### src/rtl/fsp_cfg.svh
// timing counts, pin codes and layout constants for the flash sector host
// assumes a 250 MHz system clock
`ifndef FSP_CFG_SVH
`define FSP_CFG_SVH
`define FSP_CLK_MHZ 250
`define FSP_GLITCH_NS 5
`define FSP_PH_NS 40
`define FSP_PH_CYC (((`FSP_PH_NS * `FSP_CLK_MHZ) + 999) / 1000)
`define FSP_ADDR_W 17
`define FSP_SEC_LSB 12
`define FSP_CMD_UNLOCK1_ADDR 17'h00555
`define FSP_CMD_UNLOCK2_ADDR 17'h002AA
`define FSP_CMD_UNLOCK1_DATA 8'hAA
`define FSP_CMD_UNLOCK2_DATA 8'h55
`define FSP_CMD_AUTOSEL 8'h90
`define FSP_CMD_RESET 8'hF0
`define FSP_ID_MAKER_ADDR 17'h00000
`define FSP_ID_PART_ADDR 17'h00001
`define FSP_ID_PROT_ADDR 17'h00002
`define FSP_PROT_YES 8'h01
`define FSP_PROT_NO 8'h00
`endif

### src/rtl/fsp_pkg.sv
// types shared by the flash sector host
// assumes fsp_cfg.svh for numeric constants
package fsp_pkg;
    typedef enum logic [3:0] {
        FSP_OP_READ = 4'h0,
        FSP_OP_WRITE = 4'h1,
        FSP_OP_ID_HV = 4'h2,
        FSP_OP_ID_CMD = 4'h3,
        FSP_OP_EXIT = 4'h4
    } fsp_op_type;
    typedef enum logic [5:0] {
        FSP_ST_IDLE = 6'b000001,
        FSP_ST_SETUP = 6'b000010,
        FSP_ST_STROBE = 6'b000100,
        FSP_ST_HOLD = 6'b001000,
        FSP_ST_READ = 6'b010000,
        FSP_ST_DONE = 6'b100000
    } fsp_state_type;
endpackage

### src/rtl/fsp_sector_map.sv
// sector index decode from the upper address bits
// assumes a fixed boot layout chosen at build time
`timescale 1ns/1ps
`include "fsp_cfg.svh"
module fsp_sector_map #(
    parameter bit TOP_BOOT = 1'b1
) (
    input wire logic [4:0] i_upper,
    output logic [3:0] o_sector
);
    always_comb begin
        if (TOP_BOOT) begin
            // seven 16K, then 4K, 4K, 8K at the top
            if (i_upper[4:2] != 3'b111) begin
                o_sector = {1'b0, i_upper[4:2]};
            end else if (i_upper[1]) begin
                o_sector = 4'h9;
            end else begin
                o_sector = i_upper[0] ? 4'h8 : 4'h7;
            end
        end else begin
            // 8K, 4K, 4K at the bottom, then seven 16K
            if (i_upper[4:2] != 3'b000) begin
                o_sector = 4'h2 + {1'b0, i_upper[4:2]};
            end else if (!i_upper[1]) begin
                o_sector = 4'h0;
            end else begin
                o_sector = i_upper[0] ? 4'h2 : 4'h1;
            end
        end
    end
endmodule

### src/rtl/fsp_host.sv
// host controller that drives the boot-sector flash through its pins
// assumes pins toward the flash; data lines are split in/out/enable
`timescale 1ns/1ps
`include "fsp_cfg.svh"
// Function
// - high voltage id: A6 low, A1 A0
// - protection check: A1 high, A0 low
// - id readable after autoselect command
// - primary method: reset pin high voltage (this host runs no protect or unprotect flow)
// - protect all before first unprotect (this host runs no protect or unprotect flow)
// - alternate method: three pins high voltage (not used here; o_hv_hard_clear is held low)
// - host starts no new cycle below lockout (a cycle already running still completes)
// - write needs select, strobe low, gate high
// - autoselect held until reset command
module fsp_host
    import fsp_pkg::*;
#(
    parameter bit TOP_BOOT = 1'b1
) (
    input wire logic i_clk_sys,
    input wire logic i_rst,
    input wire logic i_req,
    input wire fsp_pkg::fsp_op_type i_op,
    input wire logic [16:0] i_addr,
    input wire logic [7:0] i_wdata,
    input wire logic i_supply_ok,
    input wire logic [7:0] i_data_lines,
    output logic o_busy,
    output logic o_done,
    output logic [7:0] o_rdata,
    output logic [3:0] o_sector,
    output logic o_in_autoselect,
    output logic [16:0] o_addr,
    output logic [7:0] o_data_lines,
    output logic o_data_oe,
    output logic o_chip_select_n,
    output logic o_output_gate_n,
    output logic o_write_strobe_n,
    output logic o_hv_bit_nine,
    output logic o_hv_hard_clear
);
    import fsp_pkg::*;

    fsp_state_type state_q;
    fsp_op_type op_q;
    logic [7:0] tmr_q;
    logic [1:0] step_q;
    logic [1:0] nsteps_q;
    logic [16:0] req_addr_q;
    logic [7:0] req_data_q;
    logic [7:0] din_s1_q;
    logic [7:0] din_s2_q;
    logic sup_s1_q;
    logic sup_s2_q;
    logic [3:0] sector_w;
    logic is_write_w;
    logic tmr_zero_w;

    localparam logic [7:0] PH_CYC = 8'(`FSP_PH_CYC);

    // pin inputs are asynchronous to our clock
    always_ff @(posedge i_clk_sys or posedge i_rst) begin
        if (i_rst) begin
            din_s1_q <= 8'h00;
            din_s2_q <= 8'h00;
            sup_s1_q <= 1'b0;
            sup_s2_q <= 1'b0;
        end else begin
            din_s1_q <= i_data_lines;
            din_s2_q <= din_s1_q;
            sup_s1_q <= i_supply_ok;
            sup_s2_q <= sup_s1_q;
        end
    end

    fsp_sector_map #(
        .TOP_BOOT(TOP_BOOT)
    ) u_map (
        .i_upper(i_addr[16:12]),
        .o_sector(sector_w)
    );

    function automatic logic [16:0] step_addr(input fsp_op_type op, input logic [1:0] st,
                                              input logic [16:0] a);
        if (op == FSP_OP_ID_HV) begin
            // bit 6 forced low whatever the caller gave, or the id read is not valid
            step_addr = {a[16:7], 1'b0, a[5:0]};
        end else if (op == FSP_OP_READ || st == 2'd3) begin
            step_addr = a;
        end else if (st == 2'd1) begin
            step_addr = `FSP_CMD_UNLOCK2_ADDR;
        end else begin
            step_addr = `FSP_CMD_UNLOCK1_ADDR;
        end
    endfunction

    function automatic logic [7:0] step_data(input fsp_op_type op, input logic [1:0] st,
                                             input logic [7:0] d);
        case (st)
            2'd0: step_data = (op == FSP_OP_EXIT) ? `FSP_CMD_RESET : `FSP_CMD_UNLOCK1_DATA;
            2'd1: step_data = `FSP_CMD_UNLOCK2_DATA;
            2'd2: step_data = (op == FSP_OP_ID_CMD) ? `FSP_CMD_AUTOSEL : d;
            default: step_data = d;
        endcase
    endfunction

    assign tmr_zero_w = (tmr_q == 8'h00);
    // a command step is a write; the last step of an id op is a read
    assign is_write_w = (op_q == FSP_OP_WRITE) || (op_q == FSP_OP_EXIT) ||
                        ((op_q == FSP_OP_ID_CMD) && (step_q != nsteps_q));

    always_ff @(posedge i_clk_sys or posedge i_rst) begin
        if (i_rst) begin
            state_q <= FSP_ST_IDLE;
            op_q <= FSP_OP_READ;
            tmr_q <= 8'h00;
            step_q <= 2'd0;
            nsteps_q <= 2'd0;
            req_addr_q <= 17'h00000;
            req_data_q <= 8'h00;
        end else begin
            if (!tmr_zero_w) begin
                tmr_q <= tmr_q - 8'h01;
            end
            case (state_q)
                FSP_ST_IDLE: begin
                    // no new operation starts while the synchronised supply is below lockout; one already running carries on
                    if (i_req && sup_s2_q) begin
                        op_q <= i_op;
                        req_addr_q <= i_addr;
                        req_data_q <= i_wdata;
                        step_q <= 2'd0;
                        // two unlock writes, the command (id) or payload (write) byte at 555, then the step at the caller's address
                        case (i_op)
                            FSP_OP_WRITE: nsteps_q <= 2'd3;
                            FSP_OP_ID_CMD: nsteps_q <= 2'd3;
                            default: nsteps_q <= 2'd0;
                        endcase
                        tmr_q <= PH_CYC;
                        state_q <= FSP_ST_SETUP;
                    end
                end
                FSP_ST_SETUP: begin
                    if (tmr_zero_w) begin
                        tmr_q <= PH_CYC;
                        state_q <= is_write_w ? FSP_ST_STROBE : FSP_ST_READ;
                    end
                end
                FSP_ST_STROBE: begin
                    // strobe held far longer than the glitch filter
                    if (tmr_zero_w) begin
                        tmr_q <= PH_CYC;
                        state_q <= FSP_ST_HOLD;
                    end
                end
                FSP_ST_READ: begin
                    if (tmr_zero_w) begin
                        tmr_q <= PH_CYC;
                        state_q <= FSP_ST_HOLD;
                    end
                end
                FSP_ST_HOLD: begin
                    if (tmr_zero_w) begin
                        if (step_q == nsteps_q) begin
                            state_q <= FSP_ST_DONE;
                        end else begin
                            step_q <= step_q + 2'd1;
                            tmr_q <= PH_CYC;
                            state_q <= FSP_ST_SETUP;
                        end
                    end
                end
                FSP_ST_DONE: begin
                    state_q <= FSP_ST_IDLE;
                end
                default: begin
                    state_q <= FSP_ST_IDLE;
                end
            endcase
        end
    end

    // bus pins; writes only with select and strobe low, gate high
    always_ff @(posedge i_clk_sys or posedge i_rst) begin
        if (i_rst) begin
            o_chip_select_n <= 1'b1;
            o_output_gate_n <= 1'b1;
            o_write_strobe_n <= 1'b1;
            o_data_oe <= 1'b0;
            o_data_lines <= 8'h00;
            o_addr <= 17'h00000;
        end else begin
            o_addr <= step_addr(op_q, step_q, req_addr_q);
            o_data_lines <= step_data(op_q, step_q, req_data_q);
            // data held past the strobe rise so the early-rise latch sees it
            o_data_oe <= (state_q == FSP_ST_STROBE) ||
                         ((state_q == FSP_ST_HOLD) && is_write_w);
            o_chip_select_n <= !((state_q == FSP_ST_STROBE) || (state_q == FSP_ST_READ));
            // gate stays high on writes, low only on reads
            o_output_gate_n <= (state_q != FSP_ST_READ);
            o_write_strobe_n <= (state_q != FSP_ST_STROBE);
        end
    end

    // elevated-voltage identification keeps bit nine at id level
    always_ff @(posedge i_clk_sys or posedge i_rst) begin
        if (i_rst) begin
            o_hv_bit_nine <= 1'b0;
            o_hv_hard_clear <= 1'b0;
        end else begin
            o_hv_bit_nine <= (op_q == FSP_OP_ID_HV) && (state_q != FSP_ST_IDLE) &&
                             (state_q != FSP_ST_DONE);
            // never raised: this host runs no protect or unprotect flow, so neither
            // voltage method starts and the three-pin combination cannot arise
            o_hv_hard_clear <= 1'b0;
        end
    end

    // autoselect stays on until the reset command goes out
    always_ff @(posedge i_clk_sys or posedge i_rst) begin
        if (i_rst) begin
            o_in_autoselect <= 1'b0;
        end else if (state_q == FSP_ST_DONE) begin
            if (op_q == FSP_OP_ID_CMD) begin
                o_in_autoselect <= 1'b1;
            end else if (op_q == FSP_OP_EXIT) begin
                o_in_autoselect <= 1'b0;
            end
        end
    end

    // read data sampled late in the read phase from synchronised pins
    always_ff @(posedge i_clk_sys or posedge i_rst) begin
        if (i_rst) begin
            o_rdata <= 8'h00;
            o_busy <= 1'b0;
            o_done <= 1'b0;
            o_sector <= 4'h0;
        end else begin
            if (state_q == FSP_ST_HOLD && !is_write_w && tmr_q == PH_CYC) begin
                o_rdata <= din_s2_q;
            end
            o_busy <= (state_q != FSP_ST_IDLE);
            o_done <= (state_q == FSP_ST_DONE);
            if (i_req && state_q == FSP_ST_IDLE) begin
                o_sector <= sector_w;
            end
        end
    end
endmodule

### config.mk
export PLATFORM = sky130hd
export DESIGN_NAME = fsp_host
export DESIGN_NICKNAME = d
export VERILOG_FILES = /design/src/rtl/fsp_pkg.sv /design/src/rtl/fsp_sector_map.sv /design/src/rtl/fsp_host.sv
export VERILOG_INCLUDE_DIRS = /design/src /design/src/rtl
export SDC_FILE = /design/constraint.sdc
export NUM_CORES = 1
export LEC_CHECK = 0
export ABC_AREA = 1
export BUFFER_PORTS_ARGS = -buffer_cell sky130_fd_sc_hd__buf_2
export CORE_MARGIN = 3
export CORE_UTILIZATION = 37
export DETAILED_ROUTE_END_ITERATION = 10
export GPL_TIMING_DRIVEN = 0
export PLACE_DENSITY_LB_ADDON = 0.12
export SLEW_MARGIN = 25
export SYNTH_ARGS = -nofsm -noshare
export SYNTH_HDL_FRONTEND = slang
export SYNTH_SLANG_ARGS = --single-unit
### constraint.sdc
create_clock -name i_clk_sys -period 4.7 [get_ports i_clk_sys]
set_input_delay 0.47 -clock i_clk_sys [delete_from_list [all_inputs] [get_ports i_clk_sys]]
set_output_delay 0.47 -clock i_clk_sys [all_outputs]
set_load 0.1 [all_outputs]
==> report_table.html, run 1 <==
<table>
<tr><th>Metric</th><th>Value</th></tr>
<tr><th colspan="2">Cells and area</th></tr>
<tr><td>Post-route insts no fill</td><td>701</td></tr>
<tr><td>Diodes inserted</td><td>0</td></tr>
<tr><td>Layout cells sized above 1</td><td>23.1%</td></tr>
<tr><td>Area growth from synthesis to layout</td><td>20.8%</td></tr>
<tr><td>Nets</td><td>601</td></tr>
<tr><th colspan="2">Pwr</th></tr>
<tr><td>Power Density</td><td>672 mW/mm^2</td></tr>
<tr><td>Leakage power total</td><td>0.00285 uW</td></tr>
<tr><td>Worst IR drop on VDD</td><td>408 uV</td></tr>
<tr><th colspan="2">Global route</th></tr>
<tr><td>GRT busiest layer</td><td>met2</td></tr>
<tr><td>First-pass GRT wire length</td><td>15900 um</td></tr>
<tr><td>Antenna violations before repair</td><td>0</td></tr>
<tr><td>Maximum number of pins on one net before global-route repair</td><td>58</td></tr>
<tr><td>Via count of the first global-routing pass</td><td>3204</td></tr>
<tr><td>Leftover overflow at the end of global routing</td><td>0</td></tr>
<tr><td>GR met3 Demand/Resource</td><td>5.32%</td></tr>
<tr><td>GR Util met1</td><td>20.4%</td></tr>
<tr><td>Overall routing resource usage</td><td>15.6%</td></tr>
<tr><td>GRT met2 Usage</td><td>24.5%</td></tr>
<tr><th colspan="2">Clock tree</th></tr>
<tr><td>Hold buffer count at CTS</td><td>0</td></tr>
<tr><td>Clock latency on the worst-skew pair</td><td>350 ps</td></tr>
<tr><td>CTS H-Tree Depth</td><td>3</td></tr>
<tr><td>CTS clock-pin slew for the worst setup and hold paths</td><td>70 ps</td></tr>
<tr><td>Setup Fix Bufs, Post-CTS</td><td>0</td></tr>
<tr><td>Clock tree from TritonCTS</td><td>built</td></tr>
<tr><td>Clock tree root driver cell</td><td>sky130_fd_sc_hd__clkbuf_16</td></tr>
<tr><td>Clk buf depth</td><td>2</td></tr>
<tr><td>CTS resizes</td><td>0</td></tr>
<tr><td>Number of clock sinks</td><td>109</td></tr>
<tr><td>Number of CTS-inserted buffers</td><td>9</td></tr>
<tr><th colspan="2">Critical path</th></tr>
<tr><td>Required time at the endpoint of the critical path</td><td>4940 ps</td></tr>
<tr><td>Startpoint type of the worst setup path</td><td>flip-flop</td></tr>
<tr><td>Crit. End Element</td><td>flip-flop</td></tr>
<tr><td>Worst Reg-to-Reg Cells</td><td>13</td></tr>
<tr><td>Crit path max fanout</td><td>9</td></tr>
<tr><td>Slowest stage cell, crit path</td><td>sky130_fd_sc_hd__dfrtp_1</td></tr>
<tr><td>Ordered cell list for the critical path</td><td>inv_1, ha_1, nand2_1, nor2_1, nand2_2, ha_1, inv_1, nand3_1, nand2_1, nand3_1, nand2_1, inv_1, nand2_1</td></tr>
<tr><td>Largest incremental delay on the critical path</td><td>380 ps</td></tr>
<tr><td>Data arrival time of the critical path</td><td>2140 ps</td></tr>
<tr><td>Critical path's most frequent cell</td><td>sky130_fd_sc_hd__nand2_1</td></tr>
<tr><td>Critical setup path kind</td><td>flip-flop to flip-flop</td></tr>
<tr><th colspan="2">Place</th></tr>
<tr><td>Count of buffers from port buffering</td><td>85</td></tr>
<tr><td>Placer congestion estimate</td><td>0.848</td></tr>
<tr><td>Detailed placement HPWL</td><td>6880 um</td></tr>
<tr><td>Total placed cells including tap cells</td><td>685</td></tr>
<tr><th colspan="2">STA</th></tr>
<tr><td>Largest clock skew in the final design</td><td>7.33 ps</td></tr>
<tr><td>Total count of hold-check failures in the final report</td><td>0</td></tr>
<tr><td>Sum Neg Setup Slack</td><td>0 ps</td></tr>
<tr><td>Number of failing setup endpoints in the final timing report</td><td>0</td></tr>
<tr><td>Final Max Slew Viols</td><td>0</td></tr>
<tr><td>Period Utilization, post-route</td><td>40.5%</td></tr>
<tr><td>Final worst path period need</td><td>1910 ps</td></tr>
<tr><td>Setup repair after global routing missed its margin</td><td>false</td></tr>
<tr><td>FMAX</td><td>525 MHz</td></tr>
<tr><th colspan="2">Die</th></tr>
<tr><td>Row count</td><td>39</td></tr>
<tr><td>Height of the die</td><td>115 um</td></tr>
<tr><td>Count of boundary I/O pins</td><td>87</td></tr>
<tr><td>Area of the die</td><td>0.0132 mm^2</td></tr>
<tr><td>Initial Util</td><td>38.2%</td></tr>
<tr><td>Core outline area</td><td>0.0115 mm^2</td></tr>
<tr><td>DIE WIDTH</td><td>115 um</td></tr>
<tr><th colspan="2">Drt</th></tr>
<tr><td>Vias per inst</td><td>4.62</td></tr>
<tr><td>Count of TritonRoute iterations in the first routing pass</td><td>4</td></tr>
<tr><td>Detailed-route wire length per cell</td><td>13.7 um</td></tr>
<tr><td>Routed via count</td><td>3237</td></tr>
<tr><td>DR iter-0 viols</td><td>171</td></tr>
<tr><td>Number of design rule violations left after detail routing</td><td>0</td></tr>
<tr><td>Number of antenna-violating nets in the routed design</td><td>0</td></tr>
<tr><td>Total routed wirelength</td><td>9630 um</td></tr>
<tr><th colspan="2">Min path</th></tr>
<tr><td>Worst Hold Class</td><td>input port to asynchronous set/reset pin</td></tr>
<tr><th colspan="2">Synth</th></tr>
<tr><td>Synthesized instance count</td><td>456</td></tr>
<tr><td>Post-Syn Area per Cell</td><td>9.66 um^2</td></tr>
<tr><td>Distinct cell type count after synthesis</td><td>32</td></tr>
<tr><td>Flip-flop and latch count after synthesis</td><td>109</td></tr>
<tr><td>Synth warnings</td><td>0</td></tr>
<tr><td>Proportion of synthesized chip area in sequential cells</td><td>62.0%</td></tr>
<tr><td>Net count after synthesis</td><td>504</td></tr>
<tr><td>Combined area of all synthesized cells</td><td>0.00440 mm^2</td></tr>
<tr><th colspan="2">Run status</th></tr>
<tr><td>Result of the run</td><td>finished, final reports clean</td></tr>
<tr><th colspan="2">Job</th></tr>
<tr><td>Maximum capacitance violations</td><td>0</td></tr>
</table>
per-stage QoR:
stage	worst slack, ps	area (um^2)	hold slack, ps	util (%)	power, uW
global placement	121	5010	332	43.5	2870
finish	2790	5320	150	46.2	3580
CTS	2770	5320	168	46.2	3630
global route	2560	5320	183	46.2	3830
detailed placement	2790	5040	336	43.8	2900
floorplan	1360	4400	331	-	2560
cells in the mapped netlist:
cell type	instances	area [um^2]
sky130_fd_sc_hd__buf_4	2	15.0
sky130_fd_sc_hd__a21oi_1	4	20.0
sky130_fd_sc_hd__xnor2_1	3	26.3
sky130_fd_sc_hd__nand2_2	1	6.26
sky130_fd_sc_hd__or2_2	1	6.26
sky130_fd_sc_hd__conb_1	1	3.75
sky130_fd_sc_hd__dfstp_2	4	105
sky130_fd_sc_hd__nand3_1	22	110
sky130_fd_sc_hd__xor2_1	1	8.76
sky130_fd_sc_hd__o22ai_1	1	6.26
sky130_fd_sc_hd__dfrtp_1	105	2630
sky130_fd_sc_hd__nor2_1	33	124
sky130_fd_sc_hd__o21ai_0	52	260
sky130_fd_sc_hd__nand4_4	1	21.3
sky130_fd_sc_hd__o211ai_1	1	7.51
sky130_fd_sc_hd__o21a_1	2	15.0
sky130_fd_sc_hd__nor3_4	1	16.3
sky130_fd_sc_hd__nor3_1	3	15.0
sky130_fd_sc_hd__nor2_2	2	12.5
sky130_fd_sc_hd__o21ai_1	6	30.0
sky130_fd_sc_hd__inv_1	53	199
sky130_fd_sc_hd__clkbuf_1	1	3.75
sky130_fd_sc_hd__nand4_1	2	12.5
sky130_fd_sc_hd__ha_1	7	87.6
sky130_fd_sc_hd__inv_2	3	11.3
sky130_fd_sc_hd__nand3_4	2	35.0
sky130_fd_sc_hd__or2_1	1	6.26
sky130_fd_sc_hd__nor2_8	3	60.1
sky130_fd_sc_hd__nor2_4	3	33.8
sky130_fd_sc_hd__buf_2	5	25.0
sky130_fd_sc_hd__o311ai_0	1	8.76
sky130_fd_sc_hd__nand2_1	129	484
report_power, final:
group	total (uW)	switching (uW)	internal (uW)	leakage (uW)
registers	1330	126	1200	0.00135
clock network	712	323	389	0.000140
logic	1540	1200	338	0.00136
routing by layer:
layer,up-vias,wire [um]
li1,1622,-
met1,1540,4310
met2,71,4700
met3,4,542
met4,0,81
met5,-,0
sequential cells by signal, summed over array words and instances, names as in the netlist:
register / flops
din_s1_q: 8
din_s2_q: 8
nsteps_q: 1
o_addr: 17
o_busy: 1
o_chip_select_n: 1
o_data_lines: 8
o_data_oe: 1
o_done: 1
o_hv_bit_nine: 1
o_in_autoselect: 1
o_output_gate_n: 1
o_rdata: 8
o_sector: 4
o_write_strobe_n: 1
op_q: 4
req_addr_q: 17
req_data_q: 8
state_q: 6
step_q: 2
sup_s1_q: 1
sup_s2_q: 1
tmr_q: 8
cell usage in the layout (no fill, tap or decap), types with 2 or more instances in the layout:
master,n
sky130_fd_sc_hd__inv_6,2
sky130_fd_sc_hd__dfrtp_1,105
sky130_fd_sc_hd__clkinv_2,2
sky130_fd_sc_hd__o21ai_0,52
sky130_fd_sc_hd__clkbuf_16,9
sky130_fd_sc_hd__clkbuf_8,2
sky130_fd_sc_hd__nor2_2,2
sky130_fd_sc_hd__o21a_1,2
sky130_fd_sc_hd__buf_2,90
sky130_fd_sc_hd__nand4_1,2
sky130_fd_sc_hd__clkbuf_1,3
sky130_fd_sc_hd__nand3_4,2
sky130_fd_sc_hd__a21oi_1,4
sky130_fd_sc_hd__dfstp_2,4
sky130_fd_sc_hd__xnor2_1,3
sky130_fd_sc_hd__nand3_1,22
sky130_fd_sc_hd__nor2_4,3
sky130_fd_sc_hd__inv_2,3
sky130_fd_sc_hd__ha_1,7
sky130_fd_sc_hd__o21ai_1,6
sky130_fd_sc_hd__buf_4,2
sky130_fd_sc_hd__inv_1,52
sky130_fd_sc_hd__nor3_1,3
sky130_fd_sc_hd__nor2_1,33
sky130_fd_sc_hd__nand2_1,129
sky130_fd_sc_hd__nor2_8,3
critical path, delay by kind of cell, from the launching register on:
kind,cells,cell delay (ps)
simple gates,8,650
fa+ha+maj,2,530
flops,1,380
buf+inv,3,250
path summary, 6_finish.rpt:
path	slack, ps	end	start
max	2790	tmr_q[0]	tmr_q[0]
min	150	req_addr_q[2]	i_rst
max reg2reg	2790	tmr_q[0]	tmr_q[0]
min reg2reg	350	sup_s2_q	sup_s1_q
max in group asynchronous	3850	state_q[0]	i_rst
min in group i_clk_sys	230	din_s1_q[5]	i_data_lines[5]
cell type report:
class                      instances  area [um^2]
buffer                             8         43.8
clock buffer                      13          260
clock inverter                     3         18.8
fill                            1145         6200
inverter                          56          215
multi-input combinational        283         1420
sequential                       109         2730
tap                              143          179
timing repair buffer              86          453
cells by family (layout without fill, tap and decap cells):
kind of cell             Yosys count  after routing  share of synthesized area, %
AO/OA/AOI/OAI                     67             67                          7.90
other                              1              1                        0.0851
buffers and inverters             64            166                          5.77
XOR/XNOR                           4              4                         0.796
flip-flops                       109            109                          62.0
AND/OR/NAND/NOR                  204            204                          21.4
adder cells (fa/ha/maj)            7              7                          1.99
(Power assumes the default switching activity.)
==> run 2: changes to the inputs <==
- clock period: 4.7 -> 1.9 ns (I/O delays scaled with it)
==> report_table.html, run 2 (synthesis gave the netlist of run 1 again) <==
<table>
<tr><th>Metric</th><th>Value</th></tr>
<tr><th colspan="2">Cells and area</th></tr>
<tr><td>Total area of multi-input combinational cells</td><td>0.00143 mm^2</td></tr>
<tr><td>Register Area</td><td>0.00273 mm^2</td></tr>
<tr><td>Layout cells sized above 1</td><td>23.8%</td></tr>
<tr><td>Nets</td><td>616</td></tr>
<tr><td>Leading cell type in the layout, fill and taps excluded</td><td>sky130_fd_sc_hd__nand2_1</td></tr>
<tr><td>Area of all placed cells without fillers</td><td>0.00550 mm^2</td></tr>
<tr><td>Post-route core utilization</td><td>47.8%</td></tr>
<tr><td>Diodes inserted</td><td>0</td></tr>
<tr><td>Most used cells in the layout excluding fill and tap cells</td><td>128 x sky130_fd_sc_hd__nand2_1, 105 x sky130_fd_sc_hd__dfrtp_1, 90 x sky130_fd_sc_hd__buf_2</td></tr>
<tr><td>Area growth from synthesis to layout</td><td>24.9%</td></tr>
<tr><td>Registers with the highest flip-flop counts</td><td>o_addr x17, req_addr_q x17</td></tr>
<tr><td>Post-route insts no fill</td><td>715</td></tr>
<tr><td>Fillcell total</td><td>1132</td></tr>
<tr><th colspan="2">Drt</th></tr>
<tr><td>Number of design rule violations left after detail routing</td><td>0</td></tr>
<tr><td>Routed via count</td><td>3292</td></tr>
<tr><td>Vias per inst</td><td>4.60</td></tr>
<tr><td>DR iter-0 viols</td><td>205</td></tr>
<tr><td>Count of TritonRoute iterations in the first routing pass</td><td>4</td></tr>
<tr><td>Detailed-route wire length per cell</td><td>13.5 um</td></tr>
<tr><td>Total routed wirelength</td><td>9670 um</td></tr>
<tr><td>Number of antenna-violating nets in the routed design</td><td>0</td></tr>
<tr><th colspan="2">Die</th></tr>
<tr><td>Count of boundary I/O pins</td><td>87</td></tr>
<tr><td>Height of the die</td><td>115 um</td></tr>
<tr><td>DIE WIDTH</td><td>115 um</td></tr>
<tr><td>Initial Util</td><td>38.2%</td></tr>
<tr><td>Core outline area</td><td>0.0115 mm^2</td></tr>
<tr><td>Row count</td><td>39</td></tr>
<tr><td>Area of the die</td><td>0.0132 mm^2</td></tr>
<tr><th colspan="2">Critical path</th></tr>
<tr><td>Largest incremental delay on the critical path</td><td>390 ps</td></tr>
<tr><td>Startpoint type of the worst setup path</td><td>flip-flop</td></tr>
<tr><td>Data arrival time of the critical path</td><td>1980 ps</td></tr>
<tr><td>Critical setup path kind</td><td>flip-flop to flip-flop</td></tr>
<tr><td>Register-to-register setup slack</td><td>150 ps</td></tr>
<tr><td>Worst Reg-to-Reg Cells</td><td>13</td></tr>
<tr><td>Critical path's most frequent cell</td><td>sky130_fd_sc_hd__nand2_1</td></tr>
<tr><td>Crit path max fanout</td><td>5</td></tr>
<tr><td>Worst reg2reg path endpoint</td><td>tmr_q[0]</td></tr>
<tr><td>Required time at the endpoint of the critical path</td><td>2130 ps</td></tr>
<tr><td>Critical R2R Launch</td><td>tmr_q[0]</td></tr>
<tr><td>Crit. End Element</td><td>flip-flop</td></tr>
<tr><td>Slowest stage cell, crit path</td><td>sky130_fd_sc_hd__dfrtp_1</td></tr>
<tr><td>Ordered cell list for the critical path</td><td>inv_2, ha_1, nand2_1, nor2_1, nand2_2, ha_1, inv_1, nand3_1, nand2_1, nand3_1, nand2_1, inv_1, nand2_1</td></tr>
<tr><th colspan="2">Clock tree</th></tr>
<tr><td>CTS H-Tree Depth</td><td>3</td></tr>
<tr><td>Number of CTS-inserted buffers</td><td>9</td></tr>
<tr><td>Clk buf depth</td><td>2</td></tr>
<tr><td>Clock tree root driver cell</td><td>sky130_fd_sc_hd__clkbuf_16</td></tr>
<tr><td>CTS clock-pin slew for the worst setup and hold paths</td><td>70 ps</td></tr>
<tr><td>Number of clock sinks</td><td>109</td></tr>
<tr><td>Clock latency on the worst-skew pair</td><td>340 ps</td></tr>
<tr><td>Clock tree from TritonCTS</td><td>built</td></tr>
<tr><th colspan="2">Pwr</th></tr>
<tr><td>Net switching share of the total power</td><td>45.4%</td></tr>
<tr><td>Power Density</td><td>1640 mW/mm^2</td></tr>
<tr><td>Comb power frac</td><td>42.9%</td></tr>
<tr><td>Leakage power total</td><td>0.00292 uW</td></tr>
<tr><td>Worst IR drop on VDD</td><td>887 uV</td></tr>
<tr><td>Net Switching</td><td>4110 uW</td></tr>
<tr><td>Share of power burned in the clock network</td><td>20.9%</td></tr>
<tr><td>Flop pwr share</td><td>36.2%</td></tr>
<tr><td>Pint</td><td>4930 uW</td></tr>
<tr><th colspan="2">Place</th></tr>
<tr><td>Place WS</td><td>26.2 ps</td></tr>
<tr><td>Placer congestion estimate</td><td>0.793</td></tr>
<tr><td>Total placed cells including tap cells</td><td>687</td></tr>
<tr><td>Count of buffers from port buffering</td><td>85</td></tr>
<tr><td>Detailed placement HPWL</td><td>7060 um</td></tr>
<tr><td>Placed cell areas</td><td>0.00507 mm^2</td></tr>
<tr><th colspan="2">Global route</th></tr>
<tr><td>Overall routing resource usage</td><td>15.8%</td></tr>
<tr><td>First-pass GRT wire length</td><td>16300 um</td></tr>
<tr><td>Leftover overflow at the end of global routing</td><td>0</td></tr>
<tr><td>Maximum number of pins on one net before global-route repair</td><td>34</td></tr>
<tr><td>Antenna violations before repair</td><td>0</td></tr>
<tr><td>Via count of the first global-routing pass</td><td>3309</td></tr>
<tr><th colspan="2">STA</th></tr>
<tr><td>Period Utilization, post-route</td><td>91.8%</td></tr>
<tr><td>FMAX</td><td>573 MHz</td></tr>
<tr><td>Number of failing setup endpoints in the final timing report</td><td>0</td></tr>
<tr><td>Final worst path period need</td><td>1750 ps</td></tr>
<tr><td>Worst slew margin relative to its limit</td><td>62.4%</td></tr>
<tr><td>Total count of hold-check failures in the final report</td><td>0</td></tr>
<tr><td>Largest clock skew in the final design</td><td>5.54 ps</td></tr>
<tr><td>Final Max Slew Viols</td><td>0</td></tr>
<tr><td>Setup repair after global routing missed its margin</td><td>false</td></tr>
<tr><td>Minimum setup slack in the final design</td><td>155 ps</td></tr>
<tr><td>Slew at the pin closest to its max-slew limit</td><td>563 ps</td></tr>
<tr><th colspan="2">Run status</th></tr>
<tr><td>Result of the run</td><td>finished, final reports clean</td></tr>
<tr><th colspan="2">Min path</th></tr>
<tr><td>Worst Hold Class</td><td>input port to flip-flop</td></tr>
<tr><td>Count of cells along the worst hold path</td><td>3</td></tr>
<tr><td>Beginning of the worst hold path</td><td>i_addr[1]</td></tr>
<tr><td>Hold Path End</td><td>req_addr_q[1]</td></tr>
<tr><th colspan="2">Job</th></tr>
<tr><td>Maximum capacitance violations</td><td>0</td></tr>
</table>
## run 2: cell types whose count changed in the layout (fill, tap and decap cells not counted), sizes merged
cell,before,now
inv,57,56
bufinv,0,1
dlygate4sd3,0,10
buf,93,98
clkbuf,14,13
clkinv,2,1
clkinvlp,0,1
## run 2: power groups by stage
stage,sequential (uW),combinational (uW),clock (uW)
after global placement,3310,3800,0
after floorplan,4670,1670,0
after detailed placement,3310,3870,0
final,3280,3880,1890
after CTS,3280,3890,1940
after global routing,3360,4280,2050
## run 2: worst max-delay path by stage
stage,start,end,slack (ps)
final,tmr_q[0],tmr_q[0],150
after global routing,state_q[0],req_data_q[4],0.5
after CTS,tmr_q[0],step_q[0],8
after detailed placement,tmr_q[0],tmr_q[0],30
after global placement,i_rst,o_addr[0],-350
after floorplan,tmr_q[0],tmr_q[0],240
## run 2: through the flow
stage               setup TNS (ps)  total power, uW  hold slack (ps)
finish                           0             9040             49.6
global route                     0             9690             43.8
CTS                              0             9110             38.3
detailed placement               0             7180              279
global placement            -36030             7100              298
floorplan                        0             6340              221
## run 2: final cells by class
cell class              count  area share (%)
plain buffers               8           0.796
clock inverters             3           0.796
clock buffers              12            4.66
inverters                  56            3.89
flip-flops and latches    109            49.7
multi-input cells         283            25.9
repair buffers            101            11.1
well taps                 143            3.25
## run 2: critical path: cells and delay by family, from the launching register on
kind          cells  cell delay, ps
fa+ha+maj         2             470
buf+inv           3             180
flops             1             390
simple gates      8             590
## run 2: timing repair
action / in CTS / in global routing
endpoints found under the setup margin: 0 / 9
endpoints found under the hold margin: 28 / 0
resized for setup: 0 / 3
setup buffers: 0 / 3
hold buffers: 10 / 0
## run 2: layer usage
metal | up-vias | track usage (%) | wire length, um
li1 | 1653 | - | -
met1 | 1560 | 21.9 | 4540
met2 | 68 | 24.2 | 4460
met3 | 11 | 4.42 | 515
met4 | 0 | 5.09 | 152
met5 | - | 0 | 0
==> run 3: changes to the inputs <==
==> constraint.sdc (replaced) <==
create_clock -name i_clk_sys -period 1.9 [get_ports i_clk_sys]
set_input_delay 0.285 -clock i_clk_sys [delete_from_list [all_inputs] [get_ports i_clk_sys]]
set_output_delay 0.285 -clock i_clk_sys [all_outputs]
set_load 0.1 [all_outputs]
==> report_table.html, run 3 (synthesis gave the netlist of run 1 again) <==
<table>
<tr><th>Metric</th><th>Value</th></tr>
<tr><th colspan="2">Global route</th></tr>
<tr><td>First-pass GRT wire length</td><td>16200 um</td></tr>
<tr><td>Via count of the first global-routing pass</td><td>3259</td></tr>
<tr><td>Leftover overflow at the end of global routing</td><td>0</td></tr>
<tr><td>Overall routing resource usage</td><td>15.7%</td></tr>
<tr><td>Antenna violations before repair</td><td>0</td></tr>
<tr><td>Maximum number of pins on one net before global-route repair</td><td>34</td></tr>
<tr><th colspan="2">STA</th></tr>
<tr><td>FMAX</td><td>570 MHz</td></tr>
<tr><td>Largest clock skew in the final design</td><td>7.63 ps</td></tr>
<tr><td>Slew at the pin closest to its max-slew limit</td><td>563 ps</td></tr>
<tr><td>Setup repair after global routing missed its margin</td><td>false</td></tr>
<tr><td>Final Max Slew Viols</td><td>0</td></tr>
<tr><td>Total count of hold-check failures in the final report</td><td>0</td></tr>
<tr><td>Worst slew margin relative to its limit</td><td>62.4%</td></tr>
<tr><td>Final worst path period need</td><td>1750 ps</td></tr>
<tr><td>Period Utilization, post-route</td><td>92.3%</td></tr>
<tr><td>Number of failing setup endpoints in the final timing report</td><td>0</td></tr>
<tr><td>Sum Neg Setup Slack</td><td>0 ps</td></tr>
<tr><th colspan="2">Drt</th></tr>
<tr><td>Vias per inst</td><td>4.63</td></tr>
<tr><td>Count of TritonRoute iterations in the first routing pass</td><td>4</td></tr>
<tr><td>Total routed wirelength</td><td>9590 um</td></tr>
<tr><td>DR WL met2</td><td>4460 um</td></tr>
<tr><td>Highest metal layer with signal wires</td><td>met4</td></tr>
<tr><td>Number of antenna-violating nets in the routed design</td><td>0</td></tr>
<tr><td>Number of design rule violations left after detail routing</td><td>0</td></tr>
<tr><td>Detailed-route wire length per cell</td><td>13.6 um</td></tr>
<tr><td>Met1 WL</td><td>4450 um</td></tr>
<tr><td>Routed via count</td><td>3263</td></tr>
<tr><td>DR iter-0 viols</td><td>238</td></tr>
<tr><td>Met3 Wirelength</td><td>568 um</td></tr>
<tr><th colspan="2">Die</th></tr>
<tr><td>Height of the die</td><td>115 um</td></tr>
<tr><td>Core outline area</td><td>0.0115 mm^2</td></tr>
<tr><td>Area of the die</td><td>0.0132 mm^2</td></tr>
<tr><td>Initial Util</td><td>38.2%</td></tr>
<tr><td>Row count</td><td>39</td></tr>
<tr><td>DIE WIDTH</td><td>115 um</td></tr>
<tr><td>Count of boundary I/O pins</td><td>87</td></tr>
<tr><th colspan="2">Clock tree</th></tr>
<tr><td>Number of CTS-inserted buffers</td><td>9</td></tr>
<tr><td>Clk buf depth</td><td>2</td></tr>
<tr><td>CTS H-Tree Depth</td><td>3</td></tr>
<tr><td>Clock latency on the worst-skew pair</td><td>340 ps</td></tr>
<tr><td>Clock tree root driver cell</td><td>sky130_fd_sc_hd__clkbuf_16</td></tr>
<tr><td>Number of clock sinks</td><td>109</td></tr>
<tr><td>CTS clock-pin slew for the worst setup and hold paths</td><td>70 ps</td></tr>
<tr><td>Clock tree from TritonCTS</td><td>built</td></tr>
<tr><th colspan="2">Place</th></tr>
<tr><td>Placer congestion estimate</td><td>0.793</td></tr>
<tr><td>Detailed placement HPWL</td><td>7060 um</td></tr>
<tr><td>Count of buffers from port buffering</td><td>85</td></tr>
<tr><th colspan="2">Cells and area</th></tr>
<tr><td>Area growth from synthesis to layout</td><td>22.7%</td></tr>
<tr><td>Nets</td><td>606</td></tr>
<tr><td>Diodes inserted</td><td>0</td></tr>
<tr><td>Registers with the highest flip-flop counts</td><td>o_addr x17, req_addr_q x17</td></tr>
<tr><td>Layout cells sized above 1</td><td>24.2%</td></tr>
<tr><td>Fillcell total</td><td>1141</td></tr>
<tr><td>Post-route core utilization</td><td>46.9%</td></tr>
<tr><td>Leading cell type in the layout, fill and taps excluded</td><td>sky130_fd_sc_hd__nand2_1</td></tr>
<tr><td>Most used cells in the layout excluding fill and tap cells</td><td>128 x sky130_fd_sc_hd__nand2_1, 105 x sky130_fd_sc_hd__dfrtp_1, 90 x sky130_fd_sc_hd__buf_2</td></tr>
<tr><th colspan="2">Pwr</th></tr>
<tr><td>Power Density</td><td>1670 mW/mm^2</td></tr>
<tr><td>Leakage power total</td><td>0.00288 uW</td></tr>
<tr><td>Worst IR drop on VDD</td><td>883 uV</td></tr>
<tr><th colspan="2">Critical path</th></tr>
<tr><td>Crit path max fanout</td><td>5</td></tr>
<tr><td>Data arrival time of the critical path</td><td>2030 ps</td></tr>
<tr><td>First element of the critical path</td><td>tmr_q[0]</td></tr>
<tr><td>Startpoint type of the worst setup path</td><td>flip-flop</td></tr>
<tr><td>Required time at the endpoint of the critical path</td><td>2180 ps</td></tr>
<tr><td>Critical R2R Launch</td><td>tmr_q[0]</td></tr>
<tr><td>Critical setup path kind</td><td>flip-flop to flip-flop</td></tr>
<tr><td>Crit. End Element</td><td>flip-flop</td></tr>
<tr><th colspan="2">Job</th></tr>
<tr><td>Maximum capacitance violations</td><td>0</td></tr>
<tr><th colspan="2">Min path</th></tr>
<tr><td>Worst Hold Class</td><td>input port to asynchronous set/reset pin</td></tr>
<tr><th colspan="2">Run status</th></tr>
<tr><td>Result of the run</td><td>finished, final reports clean</td></tr>
</table>
-- run 3: what timing repair did --
action,in CTS,in global routing
hold endpoints to repair,0,0
buffers inserted,0,3
gates resized for setup,0,3
hold buffers,0,0
setup endpoints to repair,0,9
-- run 3: path summary, 6_finish.rpt --
| path | to | slack (ps) | depth (start not counted) |
|---|---|---|---|
| setup reg to reg | tmr_q[0] | 150 | 13 |
| min in group i_clk_sys | din_s1_q[6] | 50 | 1 |
| hold / removal | o_busy | 4 | 2 |
| setup / recovery | tmr_q[0] | 150 | 13 |
| max in group asynchronous | o_chip_select_n | 1100 | 4 |
| hold reg to reg | din_s2_q[2] | 350 | 0 |
-- run 3: cell type report --
cell class	instances	area, um^2	area share [%]
Buffer	8	43.8	0.811
Clock buffer	12	256	4.75
Clock inverter	3	43.8	0.811
Inverter	56	214	3.96
Multi-Input combinational cell	283	1430	26.4
Sequential cell	109	2730	50.6
Tap cell	143	179	3.31
Timing Repair Buffer	91	508	9.40
-- run 3: where the power goes --
group	leakage (uW)	total, uW	internal, uW	switching [uW]
logic	0.00139	3850	859	3000
registers	0.00135	3280	2970	305
clock network	0.000149	1890	1090	804
total	0.00288	9020	4920	4100
-- run 3: worst max-delay path, stage by stage (launching register included) --
cell,delay [ps]
sky130_fd_sc_hd__dfrtp_1,390
sky130_fd_sc_hd__inv_2,100
sky130_fd_sc_hd__ha_1,200
sky130_fd_sc_hd__nand2_1,80
sky130_fd_sc_hd__nor2_1,120
sky130_fd_sc_hd__nand2_2,100
sky130_fd_sc_hd__ha_1,280
sky130_fd_sc_hd__inv_1,70
sky130_fd_sc_hd__nand3_1,70
sky130_fd_sc_hd__nand2_1,80
sky130_fd_sc_hd__nand3_1,70
sky130_fd_sc_hd__nand2_1,60
sky130_fd_sc_hd__inv_1,30
sky130_fd_sc_hd__nand2_1,50
-- run 3: metal layers --
layer  up-vias  track usage, %
met2        72            24.1
met1      1547            21.7
li1       1636               -
met3         8            4.42
met4         0            4.77
met5         -               0
-- run 3: per-stage QoR --
stage               cells  cell area (um^2)  total power [uW]  setup WS (ps)  hold WS [ps]
finish                705              5400              9020            147          3.87
global route          705              5400              9670          0.540          29.8
CTS                   702              5370              9100           7.83          11.5
detailed placement    687              5070              7180           26.2           335
global placement      684              5010              7100           -445           332
floorplan             456              4410              6340            239           316
